File: src/ioc_pkg.sv
`default_nettype none
package ioc_pkg;
  // ****************************************
  // Register map (byte addresses)
  // ****************************************
  localparam logic [7:0] IOC_CTRL_ADDR = 8'h00;
  localparam logic [7:0] IOC_DELAY_ADDR = 8'h04;
  localparam logic [7:0] IOC_INVERT_ADDR = 8'h08;
  localparam logic [7:0] IOC_SECFG_ADDR = 8'h0c;
  localparam logic [7:0] IOC_STATUS_ADDR = 8'h10;
  // ****************************************
  // Field positions
  // ****************************************
  localparam int IOC_CTRL_LOCK_BIT = 0;
  localparam int IOC_CTRL_IN_REG_BIT = 1;
  localparam int IOC_CTRL_OUT_REG_BIT = 2;
  localparam int IOC_CTRL_TRI_REG_BIT = 3;
  localparam int IOC_CTRL_OUT_LOWER_BIT = 4;
  localparam int IOC_CTRL_CE_USED_BIT = 5;
  localparam int IOC_CTRL_W = 8;
  localparam int IOC_DLY_ASYNC_LSB = 0;
  localparam int IOC_DLY_SYNC_LSB = 4;
  localparam int IOC_INV_W = 13;
  localparam int IOC_SE_FIELD_W = 3;
  localparam int IOC_SE_COUNT = 6;
  // ****************************************
  // Reset values
  // ****************************************
  localparam logic [IOC_CTRL_W-1:0] IOC_CTRL_RST = 8'h00;
  localparam logic [3:0] IOC_ASYNC_RST = 4'h0;
  localparam logic [2:0] IOC_SYNC_RST = 3'h7;
  localparam logic [IOC_INV_W-1:0] IOC_INV_RST = 13'h0000;
  // ****************************************
  // Delay line figures
  // ****************************************
  localparam logic [3:0] IOC_ASYNC_MAX = 4'hc;
  localparam logic [3:0] IOC_ASYNC_HALF = 4'h6;
  localparam logic [2:0] IOC_SYNC_MAX = 3'h6;
  localparam logic [2:0] IOC_SYNC_HALF = 3'h3;
  localparam logic [2:0] IOC_SYNC_AUTO = 3'h7;
  localparam logic [2:0] IOC_SYNC_AUTO_STEP = 3'h3;
  localparam int IOC_TAPS = 6;
  localparam int IOC_COARSE_STAGES = 4;
  localparam int IOC_LINE_LEN = IOC_COARSE_STAGES + IOC_TAPS;
  // ****************************************
  // Inversion bit indices
  // ****************************************
  localparam int IOC_INV_OUT_UP = 0;
  localparam int IOC_INV_OUT_LO = 1;
  localparam int IOC_INV_TRI_UP = 2;
  localparam int IOC_INV_TRI_LO = 3;
  localparam int IOC_INV_ICLK_UP = 4;
  localparam int IOC_INV_ICLK_LO = 5;
  localparam int IOC_INV_OCLK_UP = 6;
  localparam int IOC_INV_OCLK_LO = 7;
  localparam int IOC_INV_ICE = 8;
  localparam int IOC_INV_OCE = 9;
  localparam int IOC_INV_TCE = 10;
  localparam int IOC_INV_SR = 11;
  localparam int IOC_INV_REV = 12;

  typedef struct packed {
    logic latch;
    logic sync_sr;
    logic sr_high;
  } ioc_se_cfg_t;
endpackage
`default_nettype wire

File: src/ioc_store.sv
`default_nettype none
module ioc_store
  import ioc_pkg::*;
(
  input wire logic clk_in,
  input wire logic rst_in,
  input wire logic d_in,
  input wire logic en_in,
  input wire logic set_reset_line_in,
  input wire logic opposite_force_line_in,
  input wire ioc_se_cfg_t cfg_in,
  output logic q_out
);
  logic q_reg;
  logic force_on;
  logic force_val;

  assign force_on = set_reset_line_in | opposite_force_line_in;
  // Both forces together give zero
  assign force_val = (set_reset_line_in & opposite_force_line_in) ? 1'b0 :
                     (set_reset_line_in ? cfg_in.sr_high : ~cfg_in.sr_high);

  always_ff @(posedge clk_in or posedge rst_in) begin
    if (rst_in) begin
      q_reg <= 1'b0;
    end else if (force_on) begin
      q_reg <= force_val;
    end else if (en_in) begin
      q_reg <= d_in;
    end
  end

  // Latch mode is transparent while enabled; flop mode shows the stored bit
  always_comb begin
    if (force_on && !cfg_in.sync_sr) begin
      q_out = force_val;
    end else if (cfg_in.latch && en_in && !force_on) begin
      q_out = d_in;
    end else begin
      q_out = q_reg;
    end
  end
endmodule
`default_nettype wire

File: src/ioc_cell.sv
// The implementer's own choices: the register addresses and register access over APB.
`default_nettype none
module ioc_cell
  import ioc_pkg::*;
#(
  parameter bit INPUT_ONLY = 1'b0
) (
  input wire logic clk_in,
  input wire logic rst_in,
  input wire logic [7:0] paddr_in,
  input wire logic psel_in,
  input wire logic penable_in,
  input wire logic pwrite_in,
  input wire logic [31:0] pwdata_in,
  output logic [31:0] prdata_out,
  output logic pready_out,
  output logic pslverr_out,
  input wire logic pad_in,
  output logic pad_out,
  output logic pad_oe_out,
  input wire logic output_data_upper_in,
  input wire logic output_data_lower_in,
  input wire logic drive_control_upper_in,
  input wire logic drive_control_lower_in,
  input wire logic in_clk_upper_en_in,
  input wire logic in_clk_lower_en_in,
  input wire logic out_clk_upper_en_in,
  input wire logic out_clk_lower_en_in,
  input wire logic in_ce_in,
  input wire logic out_ce_in,
  input wire logic tri_ce_in,
  input wire logic set_reset_line_in,
  input wire logic opposite_force_line_in,
  output logic input_direct_out,
  output logic input_capture_upper_out,
  output logic input_capture_lower_out
);
  // ****************************************
  // Configuration registers
  // ****************************************
  logic [IOC_CTRL_W-1:0] ctrl_reg;
  logic [3:0] async_reg;
  logic [2:0] sync_reg;
  logic [IOC_INV_W-1:0] inv_reg;
  ioc_se_cfg_t [IOC_SE_COUNT-1:0] secfg_reg;
  logic locked;
  logic wr_access;
  logic addr_cfg;
  logic addr_known;
  logic [3:0] async_wr;

  assign locked = ctrl_reg[IOC_CTRL_LOCK_BIT];
  assign wr_access = psel_in && penable_in && pwrite_in;
  assign addr_cfg = (paddr_in == IOC_CTRL_ADDR) || (paddr_in == IOC_DELAY_ADDR) ||
                    (paddr_in == IOC_INVERT_ADDR) || (paddr_in == IOC_SECFG_ADDR);
  assign addr_known = addr_cfg || (paddr_in == IOC_STATUS_ADDR);
  // Out-of-range direct settings saturate at the top step
  assign async_wr = (pwdata_in[IOC_DLY_ASYNC_LSB +: 4] > IOC_ASYNC_MAX) ?
                    IOC_ASYNC_MAX : pwdata_in[IOC_DLY_ASYNC_LSB +: 4];

  // Lock is one-way: only reset reopens configuration
  always_ff @(posedge clk_in or posedge rst_in) begin
    if (rst_in) begin
      ctrl_reg <= IOC_CTRL_RST;
    end else if (wr_access && !locked && paddr_in == IOC_CTRL_ADDR) begin
      ctrl_reg <= pwdata_in[IOC_CTRL_W-1:0];
    end
  end

  always_ff @(posedge clk_in or posedge rst_in) begin
    if (rst_in) begin
      async_reg <= IOC_ASYNC_RST;
      sync_reg <= IOC_SYNC_RST;
    end else if (wr_access && !locked && paddr_in == IOC_DELAY_ADDR) begin
      async_reg <= async_wr;
      sync_reg <= pwdata_in[IOC_DLY_SYNC_LSB +: 3];
    end
  end

  always_ff @(posedge clk_in or posedge rst_in) begin
    if (rst_in) begin
      inv_reg <= IOC_INV_RST;
      secfg_reg <= '0;
    end else if (wr_access && !locked) begin
      if (paddr_in == IOC_INVERT_ADDR) begin
        inv_reg <= pwdata_in[IOC_INV_W-1:0];
      end
      if (paddr_in == IOC_SECFG_ADDR) begin
        secfg_reg <= pwdata_in[IOC_SE_COUNT*IOC_SE_FIELD_W-1:0];
      end
    end
  end

  // ****************************************
  // Pad input and delay line
  // ****************************************
  logic pad_meta_reg;
  logic pad_sync_reg;
  logic [IOC_LINE_LEN-1:0] line_reg;

  always_ff @(posedge clk_in or posedge rst_in) begin
    if (rst_in) begin
      pad_meta_reg <= 1'b0;
      pad_sync_reg <= 1'b0;
    end else begin
      pad_meta_reg <= pad_in;
      pad_sync_reg <= pad_meta_reg;
    end
  end

  always_ff @(posedge clk_in or posedge rst_in) begin
    if (rst_in) begin
      line_reg <= '0;
    end else begin
      line_reg <= {line_reg[IOC_LINE_LEN-2:0], pad_sync_reg};
    end
  end

  logic [2:0] sync_eff;
  logic coarse_use;
  logic [2:0] async_tap;
  logic [2:0] sync_tap;
  logic [3:0] async_idx;
  logic [3:0] sync_idx;
  logic direct_bit;
  logic delayed_sync_bit;
  logic half_mismatch;

  assign sync_eff = (sync_reg == IOC_SYNC_AUTO) ? IOC_SYNC_AUTO_STEP :
                    ((sync_reg > IOC_SYNC_MAX) ? IOC_SYNC_MAX : sync_reg);
  // One coarse stage serves both routes; the direct setting decides when set
  assign coarse_use = (async_reg != 4'h0) ? (async_reg > IOC_ASYNC_HALF) :
                      (sync_eff > IOC_SYNC_HALF);
  assign async_tap = (async_reg > IOC_ASYNC_HALF) ? 3'(async_reg - IOC_ASYNC_HALF) : async_reg[2:0];
  // Registered route reaches only every second tap
  assign sync_tap = (sync_eff > IOC_SYNC_HALF) ? 3'((sync_eff - IOC_SYNC_HALF) << 1) :
                    3'(sync_eff << 1);
  assign async_idx = coarse_use ? 4'(IOC_COARSE_STAGES + async_tap - 1) : 4'(async_tap - 1);
  assign sync_idx = coarse_use ? 4'(IOC_COARSE_STAGES + sync_tap - 1) : 4'(sync_tap - 1);
  assign direct_bit = (async_reg == 4'h0) ? pad_sync_reg : line_reg[async_idx];
  assign delayed_sync_bit = (sync_eff == 3'h0) ? pad_sync_reg : line_reg[sync_idx];
  // Flags a setting pair that straddles the coarse stage
  assign half_mismatch = (async_reg != 4'h0) && (sync_eff != 3'h0) &&
                         ((async_reg > IOC_ASYNC_HALF) != (sync_eff > IOC_SYNC_HALF));
  assign input_direct_out = direct_bit;

  // ****************************************
  // Entering signal inversion
  // ****************************************
  logic [IOC_INV_W-1:0] raw_in;
  logic [IOC_INV_W-1:0] eff_in;
  logic ce_used;

  assign raw_in = {opposite_force_line_in, set_reset_line_in, tri_ce_in, out_ce_in, in_ce_in,
                   out_clk_lower_en_in, out_clk_upper_en_in, in_clk_lower_en_in, in_clk_upper_en_in,
                   drive_control_lower_in, drive_control_upper_in, output_data_lower_in,
                   output_data_upper_in};
  assign eff_in = raw_in ^ inv_reg;
  assign ce_used = ctrl_reg[IOC_CTRL_CE_USED_BIT];

  // ****************************************
  // Storage pairs
  // ****************************************
  logic [IOC_SE_COUNT-1:0] se_d;
  logic [IOC_SE_COUNT-1:0] se_en;
  logic [IOC_SE_COUNT-1:0] se_q;
  logic ce_in_eff;
  logic ce_out_eff;
  logic ce_tri_eff;
  localparam int SE_BUILT = INPUT_ONLY ? 2 : IOC_SE_COUNT;

  // Unused enables count as asserted
  assign ce_in_eff = ce_used ? eff_in[IOC_INV_ICE] : 1'b1;
  assign ce_out_eff = ce_used ? eff_in[IOC_INV_OCE] : 1'b1;
  assign ce_tri_eff = ce_used ? eff_in[IOC_INV_TCE] : 1'b1;
  assign se_d = {eff_in[IOC_INV_TRI_LO], eff_in[IOC_INV_TRI_UP], eff_in[IOC_INV_OUT_LO],
                 eff_in[IOC_INV_OUT_UP], delayed_sync_bit, delayed_sync_bit};
  // Output and drive-control pairs share the upper and lower clock enables
  assign se_en = {eff_in[IOC_INV_OCLK_LO] & ce_tri_eff, eff_in[IOC_INV_OCLK_UP] & ce_tri_eff,
                  eff_in[IOC_INV_OCLK_LO] & ce_out_eff, eff_in[IOC_INV_OCLK_UP] & ce_out_eff,
                  eff_in[IOC_INV_ICLK_LO] & ce_in_eff, eff_in[IOC_INV_ICLK_UP] & ce_in_eff};

  genvar gi;
  generate
    for (gi = 0; gi < IOC_SE_COUNT; gi++) begin : g_store
      if (gi < SE_BUILT) begin : g_on
        ioc_store u_store (
          .clk_in(clk_in),
          .rst_in(rst_in),
          .d_in(se_d[gi]),
          .en_in(se_en[gi]),
          .set_reset_line_in(eff_in[IOC_INV_SR]),
          .opposite_force_line_in(eff_in[IOC_INV_REV]),
          .cfg_in(secfg_reg[gi]),
          .q_out(se_q[gi])
        );
      end else begin : g_off
        assign se_q[gi] = 1'b0;
      end
    end
  endgenerate

  assign input_capture_upper_out = se_q[0];
  assign input_capture_lower_out = se_q[1];

  // ****************************************
  // Output and drive-control multiplexers
  // ****************************************
  logic out_lower_sel;
  logic out_bit;
  logic tri_bit;

  assign out_lower_sel = ctrl_reg[IOC_CTRL_OUT_LOWER_BIT];
  always_comb begin
    if (ctrl_reg[IOC_CTRL_OUT_REG_BIT]) begin
      out_bit = out_lower_sel ? se_q[3] : se_q[2];
    end else begin
      out_bit = out_lower_sel ? eff_in[IOC_INV_OUT_LO] : eff_in[IOC_INV_OUT_UP];
    end
    if (ctrl_reg[IOC_CTRL_TRI_REG_BIT]) begin
      tri_bit = out_lower_sel ? se_q[5] : se_q[4];
    end else begin
      tri_bit = out_lower_sel ? eff_in[IOC_INV_TRI_LO] : eff_in[IOC_INV_TRI_UP];
    end
  end

  // Drive control high means the pad floats
  assign pad_out = INPUT_ONLY ? 1'b0 : out_bit;
  assign pad_oe_out = INPUT_ONLY ? 1'b0 : ~tri_bit;

  // ****************************************
  // APB read and answer
  // ****************************************
  logic [31:0] status_word;

  assign status_word = {24'h000000, INPUT_ONLY, half_mismatch, coarse_use, pad_oe_out,
                        input_capture_lower_out, input_capture_upper_out, pad_sync_reg, locked};
  assign pready_out = 1'b1;
  // Locked configuration writes and unmapped addresses are refused
  assign pslverr_out = psel_in && penable_in && (!addr_known || (pwrite_in && locked && addr_cfg) ||
                       (pwrite_in && paddr_in == IOC_STATUS_ADDR));
  always_comb begin
    prdata_out = 32'h00000000;
    if (psel_in && !pwrite_in) begin
      case (paddr_in)
        IOC_CTRL_ADDR: prdata_out = {24'h000000, ctrl_reg};
        IOC_DELAY_ADDR: prdata_out = {25'h0000000, sync_reg, async_reg};
        IOC_INVERT_ADDR: prdata_out = {19'h00000, inv_reg};
        IOC_SECFG_ADDR: prdata_out = {14'h0000, secfg_reg};
        IOC_STATUS_ADDR: prdata_out = status_word;
        default: prdata_out = 32'h00000000;
      endcase
    end
  end
endmodule
`default_nettype wire

File: config.mk
export PLATFORM = sky130hd
export DESIGN_NAME = ioc_cell
export DESIGN_NICKNAME = d
export VERILOG_FILES = /design/src/ioc_pkg.sv /design/src/ioc_store.sv /design/src/ioc_cell.sv
export SDC_FILE = /design/constraint.sdc
export NUM_CORES = 1
export LEC_CHECK = 0
export BUFFER_PORTS_ARGS = -buffer_cell sky130_fd_sc_hd__buf_4
export CORE_UTILIZATION = 30
export DETAILED_ROUTE_END_ITERATION = 10
export PLACE_DENSITY = 0.48
export RECOVER_POWER = 50
export SETUP_SLACK_MARGIN = 0.05
export SYNTH_ARGS = -nofsm -noshare
export SYNTH_HDL_FRONTEND = slang
export SYNTH_HIERARCHICAL = 1
export SYNTH_SLANG_ARGS = --single-unit
File: constraint.sdc
create_clock -name clk_in -period 6.3 [get_ports clk_in]
set_input_delay 1.26 -clock clk_in [delete_from_list [all_inputs] [get_ports clk_in]]
set_output_delay 1.26 -clock clk_in [all_outputs]
set_load 0.05 [all_outputs]
==> load_flow_metrics.sql, run 1 <==
INSERT INTO impl_metrics (metric_group, metric, value, unit) VALUES
('status', 'status', 'complete, but fails checks', ''),
('status', 'failing_checks', 'capacitance limit, slew limit', ''),
('place', 'rd_place_congestion', '0.778', ''),
('timing', 'timing.fmax', '192', 'MHz'),
('routing', 'dr_total_vias', '2987', ''),
('yosys', 'yosysWarnings', '6', ''),
('yosys', 'dominantRegCellSynth', 'sky130_fd_sc_hd__dfrtp_1', ''),
('clock_tree', 'post_cts_hold_buffer_count', '0', ''),
('grt', 'grt_antenna_before_repair', '0', ''),
('timing', 'finalSetupViolations', '0', ''),
('timing', 'finalClockSkew', '0.00508', 'ns'),
('timing', 'maxSlewViolCount', '31', ''),
('yosys', 'netlist.top_cell.by_area', 'sky130_fd_sc_hd__dfrtp_1', ''),
('clock_tree', 'clock_insertion_delay_worst_skew', '0.34', 'ns'),
('yosys', 'synthTopCellsByArea', 'sky130_fd_sc_hd__dfrtp_1 (39%), sky130_fd_sc_hd__mux2_2 (11%), sky130_fd_sc_hd__mux2i_1 (7.7%), sky130_fd_sc_hd__nor2_1 (3.3%), sky130_fd_sc_hd__buf_4 (3.1%)', ''),
('worst_setup_path', 'cp_data_required_time', '5.04', 'ns'),
('routing', 'post-route-drc-count', '0', ''),
('place', 'port_buffers', '68', ''),
('routing', 'detailed_router_s_first_iteration_violation_count', '194', ''),
('yosys', 'synth.cells.most_frequent', 'sky130_fd_sc_hd__dfrtp_1 (61), sky130_fd_sc_hd__mux2_2 (39), sky130_fd_sc_hd__nor2_1 (35)', ''),
('clock_tree', 'clock_tree.root_cell', 'sky130_fd_sc_hd__clkbuf_16', ''),
('layout', 'final_core_utilization', '0.380', ''),
('die', 'rows', '41', ''),
('clock_tree', 'cts_tree', 'yes', ''),
('flow_run', 'maxCapViolCount', '1', ''),
('yosys', 'avgSynthCellArea', '10.6', 'um^2'),
('layout', 'fin_nets', '501', ''),
('timing', 'final.setup.tns', '0', 'ns'),
('clock_tree', 'post_cts_resized', '0', ''),
('pwr', 'ir_drop', '93.0', 'uV'),
('routing', 'route.antenna.remaining_nets', '0', ''),
('yosys', 'netlist_area', '3920', 'um^2'),
('yosys', 'synthMostInstantiatedCell', 'sky130_fd_sc_hd__dfrtp_1', ''),
('grt', 'vias_in_the_first_global_route', '2942', ''),
('timing', 'timing.max_slew.rel_slack', '-0.118', ''),
('yosys', 'register_bit_total_from_synthesis', '64', ''),
('die', 'die_width', '116', 'um'),
('clock_tree', 'number_of_buffers_created_by_cts', '9', ''),
('clock_tree', 'clkTransAtPathRegs', '0.05', 'ns'),
('layout', 'antenna-diode-count', '0', ''),
('place', 'dpl.hpwl', '7780', 'um'),
('routing', 'dr.pass1.iters', '4', ''),
('yosys', 'postSynth.asyncResetShare', '1.00', ''),
('yosys', 'synth_largest_type_area_fraction', '0.389', ''),
('timing', 'timing.final.crit_share', '0.825', ''),
('layout', 'final_cells', '614', ''),
('grt', 'maximum_number_of_pins_on_one_net_before_global_route_repair', '31', ''),
('layout', 'area_delta_synth_final', '22.9', '%'),
('routing', 'wl', '10500', 'um'),
('min_path', 'min_path_type', 'reg -> reg', ''),
('clock_tree', 'clock_sink_count', '64', ''),
('timing', 'finalCriticalPeriod', '5.20', 'ns'),
('pwr', 'power_per_cell_area', '214', 'nW/um^2'),
('routing', 'wire_per_inst', '17.0', 'um'),
('grt', 'wire_length_of_the_first_global_routing_pass', '16300', 'um'),
('worst_setup_path', 'critPathLaunchType', 'flop', ''),
('layout', 'max_ffs_per_register', '18', ''),
('place', 'place_area', '4540', 'um^2'),
('yosys', 'synth_enable_flop_cells', '0', ''),
('timing', 'worst_slew_pin_slew', '1.68', 'ns'),
('timing', 'final_hold_violation_count', '0', ''),
('die', 'ios', '98', ''),
('layout', 'design_area', '4820', 'um^2'),
('routing', 'routed_via_density', '4.86', ''),
('worst_setup_path', 'cp.arrival', '3.94', 'ns'),
('yosys', 'netlist_instances', '369', ''),
('worst_setup_path', 'timing_worst_setup_path_type', 'reg -> out', ''),
('worst_setup_path', 'cp_max_fo', '9', ''),
('grt', 'overflow', '0', ''),
('die', 'chipHeight', '116', 'um'),
('grt', 'globalRouteTotalUtil', '0.165', '');
-- logic make-up after synthesis --
family	after synthesis	synth area share
other cells	2	0.00191
xor+xnor	15	0.0335
buf+inv	47	0.0664
flops	64	0.409
fa+ha+maj	4	0.0128
simple gates	97	0.134
mux	80	0.236
compound gates	60	0.106
-- power breakdown --
| part | switching (W) | internal, W | total [W] |
|---|---|---|---|
| logic | 0.0000743 | 0.0000397 | 0.000114 |
| clock network | 0.000181 | 0.000314 | 0.000495 |
| registers | 0.00000410 | 0.000418 | 0.000422 |
-- path summary, 6_finish.rpt --
check                              from                            end  slack (ns)  cells past startpoint
setup / recovery           async_reg[0]                  prdata_out[3]        1.10                     13
hold / removal             pad_meta_reg                   pad_sync_reg        0.35                      0
setup reg to reg           async_reg[0]  g_store[0].g_on.u_store/q_reg        3.56                      8
hold reg to reg            pad_meta_reg                   pad_sync_reg        0.35                      0
max in group asynchronous        rst_in                     inv_reg[2]        2.81                      3
min in group asynchronous        rst_in  g_store[5].g_on.u_store/q_reg        0.88                      2
-- critical path, stage by stage, from the launching register on --
cell	delay, ns
sky130_fd_sc_hd__dfrtp_1	0.50
sky130_fd_sc_hd__or3_1	0.47
sky130_fd_sc_hd__o21ai_1	0.33
sky130_fd_sc_hd__mux2i_1	0.31
sky130_fd_sc_hd__mux2_2	0.36
sky130_fd_sc_hd__a32oi_1	0.17
sky130_fd_sc_hd__nand2_1	0.19
sky130_fd_sc_hd__and4_1	0.24
sky130_fd_sc_hd__o32a_1	0.41
sky130_fd_sc_hd__mux2i_1	0.15
sky130_fd_sc_hd__o21ai_0	0.09
sky130_fd_sc_hd__nand2_1	0.08
sky130_fd_sc_hd__a21oi_1	0.08
sky130_fd_sc_hd__buf_4	0.21
-- layout make-up --
class	instances	area (um^2)
Clock inverter	3	42.5
Sequential cell	64	1610
Clock buffer	12	246
Multi-Input combinational cell	271	2110
Timing Repair Buffer	71	526
Tap cell	172	215
Fill cell	1265	7850
Inverter	21	78.8
-- stage by stage --
step	power [W]	setup slack, ns	hold slack (ns)
after floorplan	0.000505	1.22	0.331
after global placement	0.000543	1.45	0.337
after detailed placement	0.000545	1.46	0.341
after CTS	0.00104	1.09	0.353
after global routing	0.00107	0.899	0.358
final	0.00103	1.10	0.350
-- cell usage in the layout (no fill, tap or decap), drive strengths merged, types with 8 or more instances in the layout --
cell	instances
o21ai	13
nor2	35
xnor2	8
buf	68
a31oi	9
nand2	25
clkbuf	15
mux2i	30
inv	21
mux2	47
conb	15
dfrtp	61
-- layer usage --
| layer | part of all wire | global-route usage | vias to the layer above |
|---|---|---|---|
| li1 | - | - | 1425 |
| met1 | 0.48 | 0.226 | 1460 |
| met2 | 0.46 | 0.251 | 87 |
| met3 | 0.043 | 0.0317 | 15 |
| met4 | 0.020 | 0.0752 | 0 |
| met5 | 0 | 0 | - |
Note: power is estimated with default switching activity, not from simulation.
==> run 2, diff against run 1 <==
--- a/config.mk
+++ b/config.mk
@@ -8,7 +8,7 @@
 export BUFFER_PORTS_ARGS = -buffer_cell sky130_fd_sc_hd__buf_4
 export CORE_UTILIZATION = 30
 export DETAILED_ROUTE_END_ITERATION = 10
-export PLACE_DENSITY = 0.48
+export PLACE_DENSITY = 0.5
 export RECOVER_POWER = 50
 export SETUP_SLACK_MARGIN = 0.05
 export SYNTH_ARGS = -nofsm -noshare
==> constraint.sdc (replaced) <==
create_clock -name clk_in -period 4.6 [get_ports clk_in]
set_input_delay 0.92 -clock clk_in [delete_from_list [all_inputs] [get_ports clk_in]]
set_output_delay 0.92 -clock clk_in [all_outputs]
set_load 0.05 [all_outputs]
==> run 2 against run 1 <==
The run still ends with capacitance limit, slew limit left; register-to-register slack got worse by 1.5 ns; routed wire length increased by 1.3%; core utilization increased by 1.6 points; hold slack got worse by 0.0016 ns; cell count increased by 2.0%; die area unchanged; worst setup slack got worse by 0.96 ns; sequential cell count unchanged; cell area increased by 4.1%; largest power group unchanged.
==> load_flow_metrics.sql, run 2 (same netlist as run 1, synthesis figures left out) <==
INSERT INTO impl_metrics (metric_group, metric, value, unit) VALUES
('worst_setup_path', 'rrSetupSlack', '2.04', 'ns'),
('timing', 'final.setup.tns', '0', 'ns'),
('die', 'ios', '98', ''),
('clock_tree', 'cts_tree', 'yes', ''),
('clock_tree', 'cts_htree_levels', '3', ''),
('layout', 'fin_nets', '512', ''),
('status', 'failing_checks', 'capacitance limit, slew limit', ''),
('clock_tree', 'clock_sink_count', '64', ''),
('layout', 'drive_above_1_share', '0.370', ''),
('worst_setup_path', 'cp_data_required_time', '3.68', 'ns'),
('pwr', 'combPwrFrac', '0.107', ''),
('routing', 'wire_per_inst', '16.9', 'um'),
('layout', 'max_ffs_per_register', '18', ''),
('place', 'place_area', '4570', 'um^2'),
('clock_tree', 'number_of_buffers_created_by_cts', '9', ''),
('pwr', 'p_int', '0.00110', 'W'),
('timing', 'worst_slew_pin_slew', '1.66', 'ns'),
('routing', 'dr.pass1.iters', '4', ''),
('pwr', 'ir_drop', '133', 'uV'),
('die', 'placeableCoreArea', '12700', 'um^2'),
('die', 'chipHeight', '116', 'um'),
('grt', 'overflow', '0', ''),
('pwr', 'power_per_cell_area', '295', 'nW/um^2'),
('timing', 'rsz0062_at_grt', 'false', ''),
('place', 'rd_place_congestion', '0.781', ''),
('clock_tree', 'clock_tree.root_cell', 'sky130_fd_sc_hd__clkbuf_16', ''),
('routing', 'post-route-drc-count', '0', ''),
('layout', 'design_area', '5020', 'um^2'),
('timing', 'finalSetupViolations', '0', ''),
('grt', 'grt_antenna_before_repair', '0', ''),
('grt', 'maximum_number_of_pins_on_one_net_before_global_route_repair', '31', ''),
('worst_setup_path', 'cp.arrival', '3.54', 'ns'),
('clock_tree', 'clkTransAtPathRegs', '0.06', 'ns'),
('place', 'preCtsSetupSlack', '0.285', 'ns'),
('layout', 'final_common_cell', 'sky130_fd_sc_hd__buf_4', ''),
('worst_setup_path', 'slowest_delay', '0.56', 'ns'),
('timing', 'maxSlewViolCount', '31', ''),
('clock_tree', 'clock_insertion_delay_worst_skew', '0.33', 'ns'),
('die', 'floorplan.die_area', '13500', 'um^2'),
('pwr', 'power.clock.fraction', '0.502', ''),
('grt', 'vias_in_the_first_global_route', '2904', ''),
('grt', 'wire_length_of_the_first_global_routing_pass', '16200', 'um'),
('die', 'rows', '41', ''),
('timing', 'finalClockSkew', '0.00843', 'ns'),
('timing', 'final_hold_violation_count', '0', ''),
('die', 'die_width', '116', 'um'),
('timing', 'worst_slack', '0.143', 'ns'),
('layout', 'final_cell_mix', 'sky130_fd_sc_hd__buf_4 (75), sky130_fd_sc_hd__dfrtp_1 (61), sky130_fd_sc_hd__mux2_2 (38)', ''),
('min_path', 'min_path_type', 'reg -> reg', ''),
('place', 'port_buffers', '68', ''),
('timing', 'timing.fmax', '224', 'MHz'),
('worst_setup_path', 'endpoint_kind', 'primary output', ''),
('routing', 'route.antenna.remaining_nets', '0', ''),
('grt', 'globalRouteTotalUtil', '0.163', ''),
('layout', 'area_delta_synth_final', '27.9', '%'),
('timing', 'finalCriticalPeriod', '4.46', 'ns'),
('worst_setup_path', 'crit_chain', 'inv_2 > ha_4 > a22o_1 > ha_2 > mux2i_4 > mux2_4 > a32oi_2 > nand2_2 > and4_1 > o32a_1 > mux2i_1 > o21ai_1 > nand2_1 > a21oi_2 > buf_6', ''),
('routing', 'detailed_router_s_first_iteration_violation_count', '121', ''),
('worst_setup_path', 'critPathLaunchType', 'flop', ''),
('flow_run', 'maxCapViolCount', '1', ''),
('worst_setup_path', 'crit_buf_inv', '2', ''),
('clock_tree', 'clock_tree_buffer_depth', '2', ''),
('pwr', 'share_seq_of_total_power', '0.391', ''),
('layout', 'antenna-diode-count', '0', ''),
('status', 'status', 'complete, but fails checks', ''),
('pwr', 'switching_share', '0.254', ''),
('pwr', 'power.leakage', '2.38', 'nW'),
('die', 'start_util', '0.310', ''),
('timing', 'timing.max_slew.rel_slack', '-0.106', ''),
('routing', 'routed_via_density', '4.88', ''),
('worst_setup_path', 'timing_worst_setup_path_type', 'reg -> out', ''),
('place', 'dpl.hpwl', '7850', 'um'),
('timing', 'timing.final.crit_share', '0.969', ''),
('worst_setup_path', 'critical_path.top_delay_family', 'compound AO/OA/AOI/OAI gates', ''),
('routing', 'wl', '10600', 'um'),
('routing', 'dr_total_vias', '3054', ''),
('clock_tree', 'post_cts_hold_buffer_count', '0', ''),
('worst_setup_path', 'cp_max_fo', '4', ''),
('pwr', 'power_switching', '0.000375', 'W'),
('worst_setup_path', 'critical-path-slowest-cell', 'sky130_fd_sc_hd__dfstp_2', '');
run 2: cell types whose count changed in the layout (fill, tap and decap cells not counted), moves of 2 or more:
cell                      delta
sky130_fd_sc_hd__a21oi_1     -2
sky130_fd_sc_hd__a21oi_2     +2
sky130_fd_sc_hd__buf_4       +7
sky130_fd_sc_hd__buf_6       +2
sky130_fd_sc_hd__ha_1        -3
sky130_fd_sc_hd__ha_2        +2
run 2: routing by layer:
layer,track usage,vias to the layer above,wire length [um],share of wire
met3,0.0239,9,423,0.040
li1,-,1451,-,-
met4,0.0573,0,129,0.012
met2,0.243,76,4870,0.46
met1,0.239,1518,5160,0.49
met5,0,-,0,0
run 2: cell type report:
cell class	count	area (um^2)
repair buffers	82	612
clock buffers	9	225
clock inverters	7	95.1
fillers	1262	7650
multi-input cells	271	2180
well taps	172	215
inverters	21	78.8
flip-flops and latches	64	1610
run 2: path summary, 6_finish.rpt:
| kind | from | to | depth (start not counted) |
|---|---|---|---|
| min in group asynchronous | rst_in | g_store[5].g_on.u_store/q_reg | 2 |
| max | sync_reg[0] | prdata_out[3] | 15 |
| min reg2reg | pad_meta_reg | pad_sync_reg | 0 |
| max in group asynchronous | rst_in | async_reg[2] | 3 |
| min | pad_meta_reg | pad_sync_reg | 0 |
| max reg2reg | sync_reg[0] | g_store[0].g_on.u_store/q_reg | 11 |
run 2: power by group through the flow:
| stage | clock, W | sequential (W) | combinational [W] |
|---|---|---|---|
| finish | 0.000742 | 0.000578 | 0.000158 |
| global route | 0.000781 | 0.000579 | 0.000172 |
| CTS | 0.000755 | 0.000578 | 0.000160 |
| detailed placement | 0 | 0.000588 | 0.000159 |
| global placement | 0 | 0.000588 | 0.000156 |
| floorplan | 0 | 0.000586 | 0.000106 |
run 2: through the flow:
stage / total power [W] / instances / hold WS, ns / utilization
after floorplan: 0.000692 / 382 / 0.331 / -
after global placement: 0.000744 / 602 / 0.334 / 0.361
after detailed placement: 0.000747 / 602 / 0.337 / 0.361
after CTS: 0.00149 / 625 / 0.351 / 0.391
after global routing: 0.00153 / 626 / 0.356 / 0.396
final: 0.00148 / 626 / 0.348 / 0.396
run 2: what timing repair did:
| item | 4_1_cts | 5_1_grt |
|---|---|---|
| endpoints found under the setup margin | 2 | 2 |
| buffers inserted | 7 | 1 |
| resized for setup | 3 | 14 |
| hold endpoints to repair | 0 | 0 |
| pin swaps | 3 | 11 |
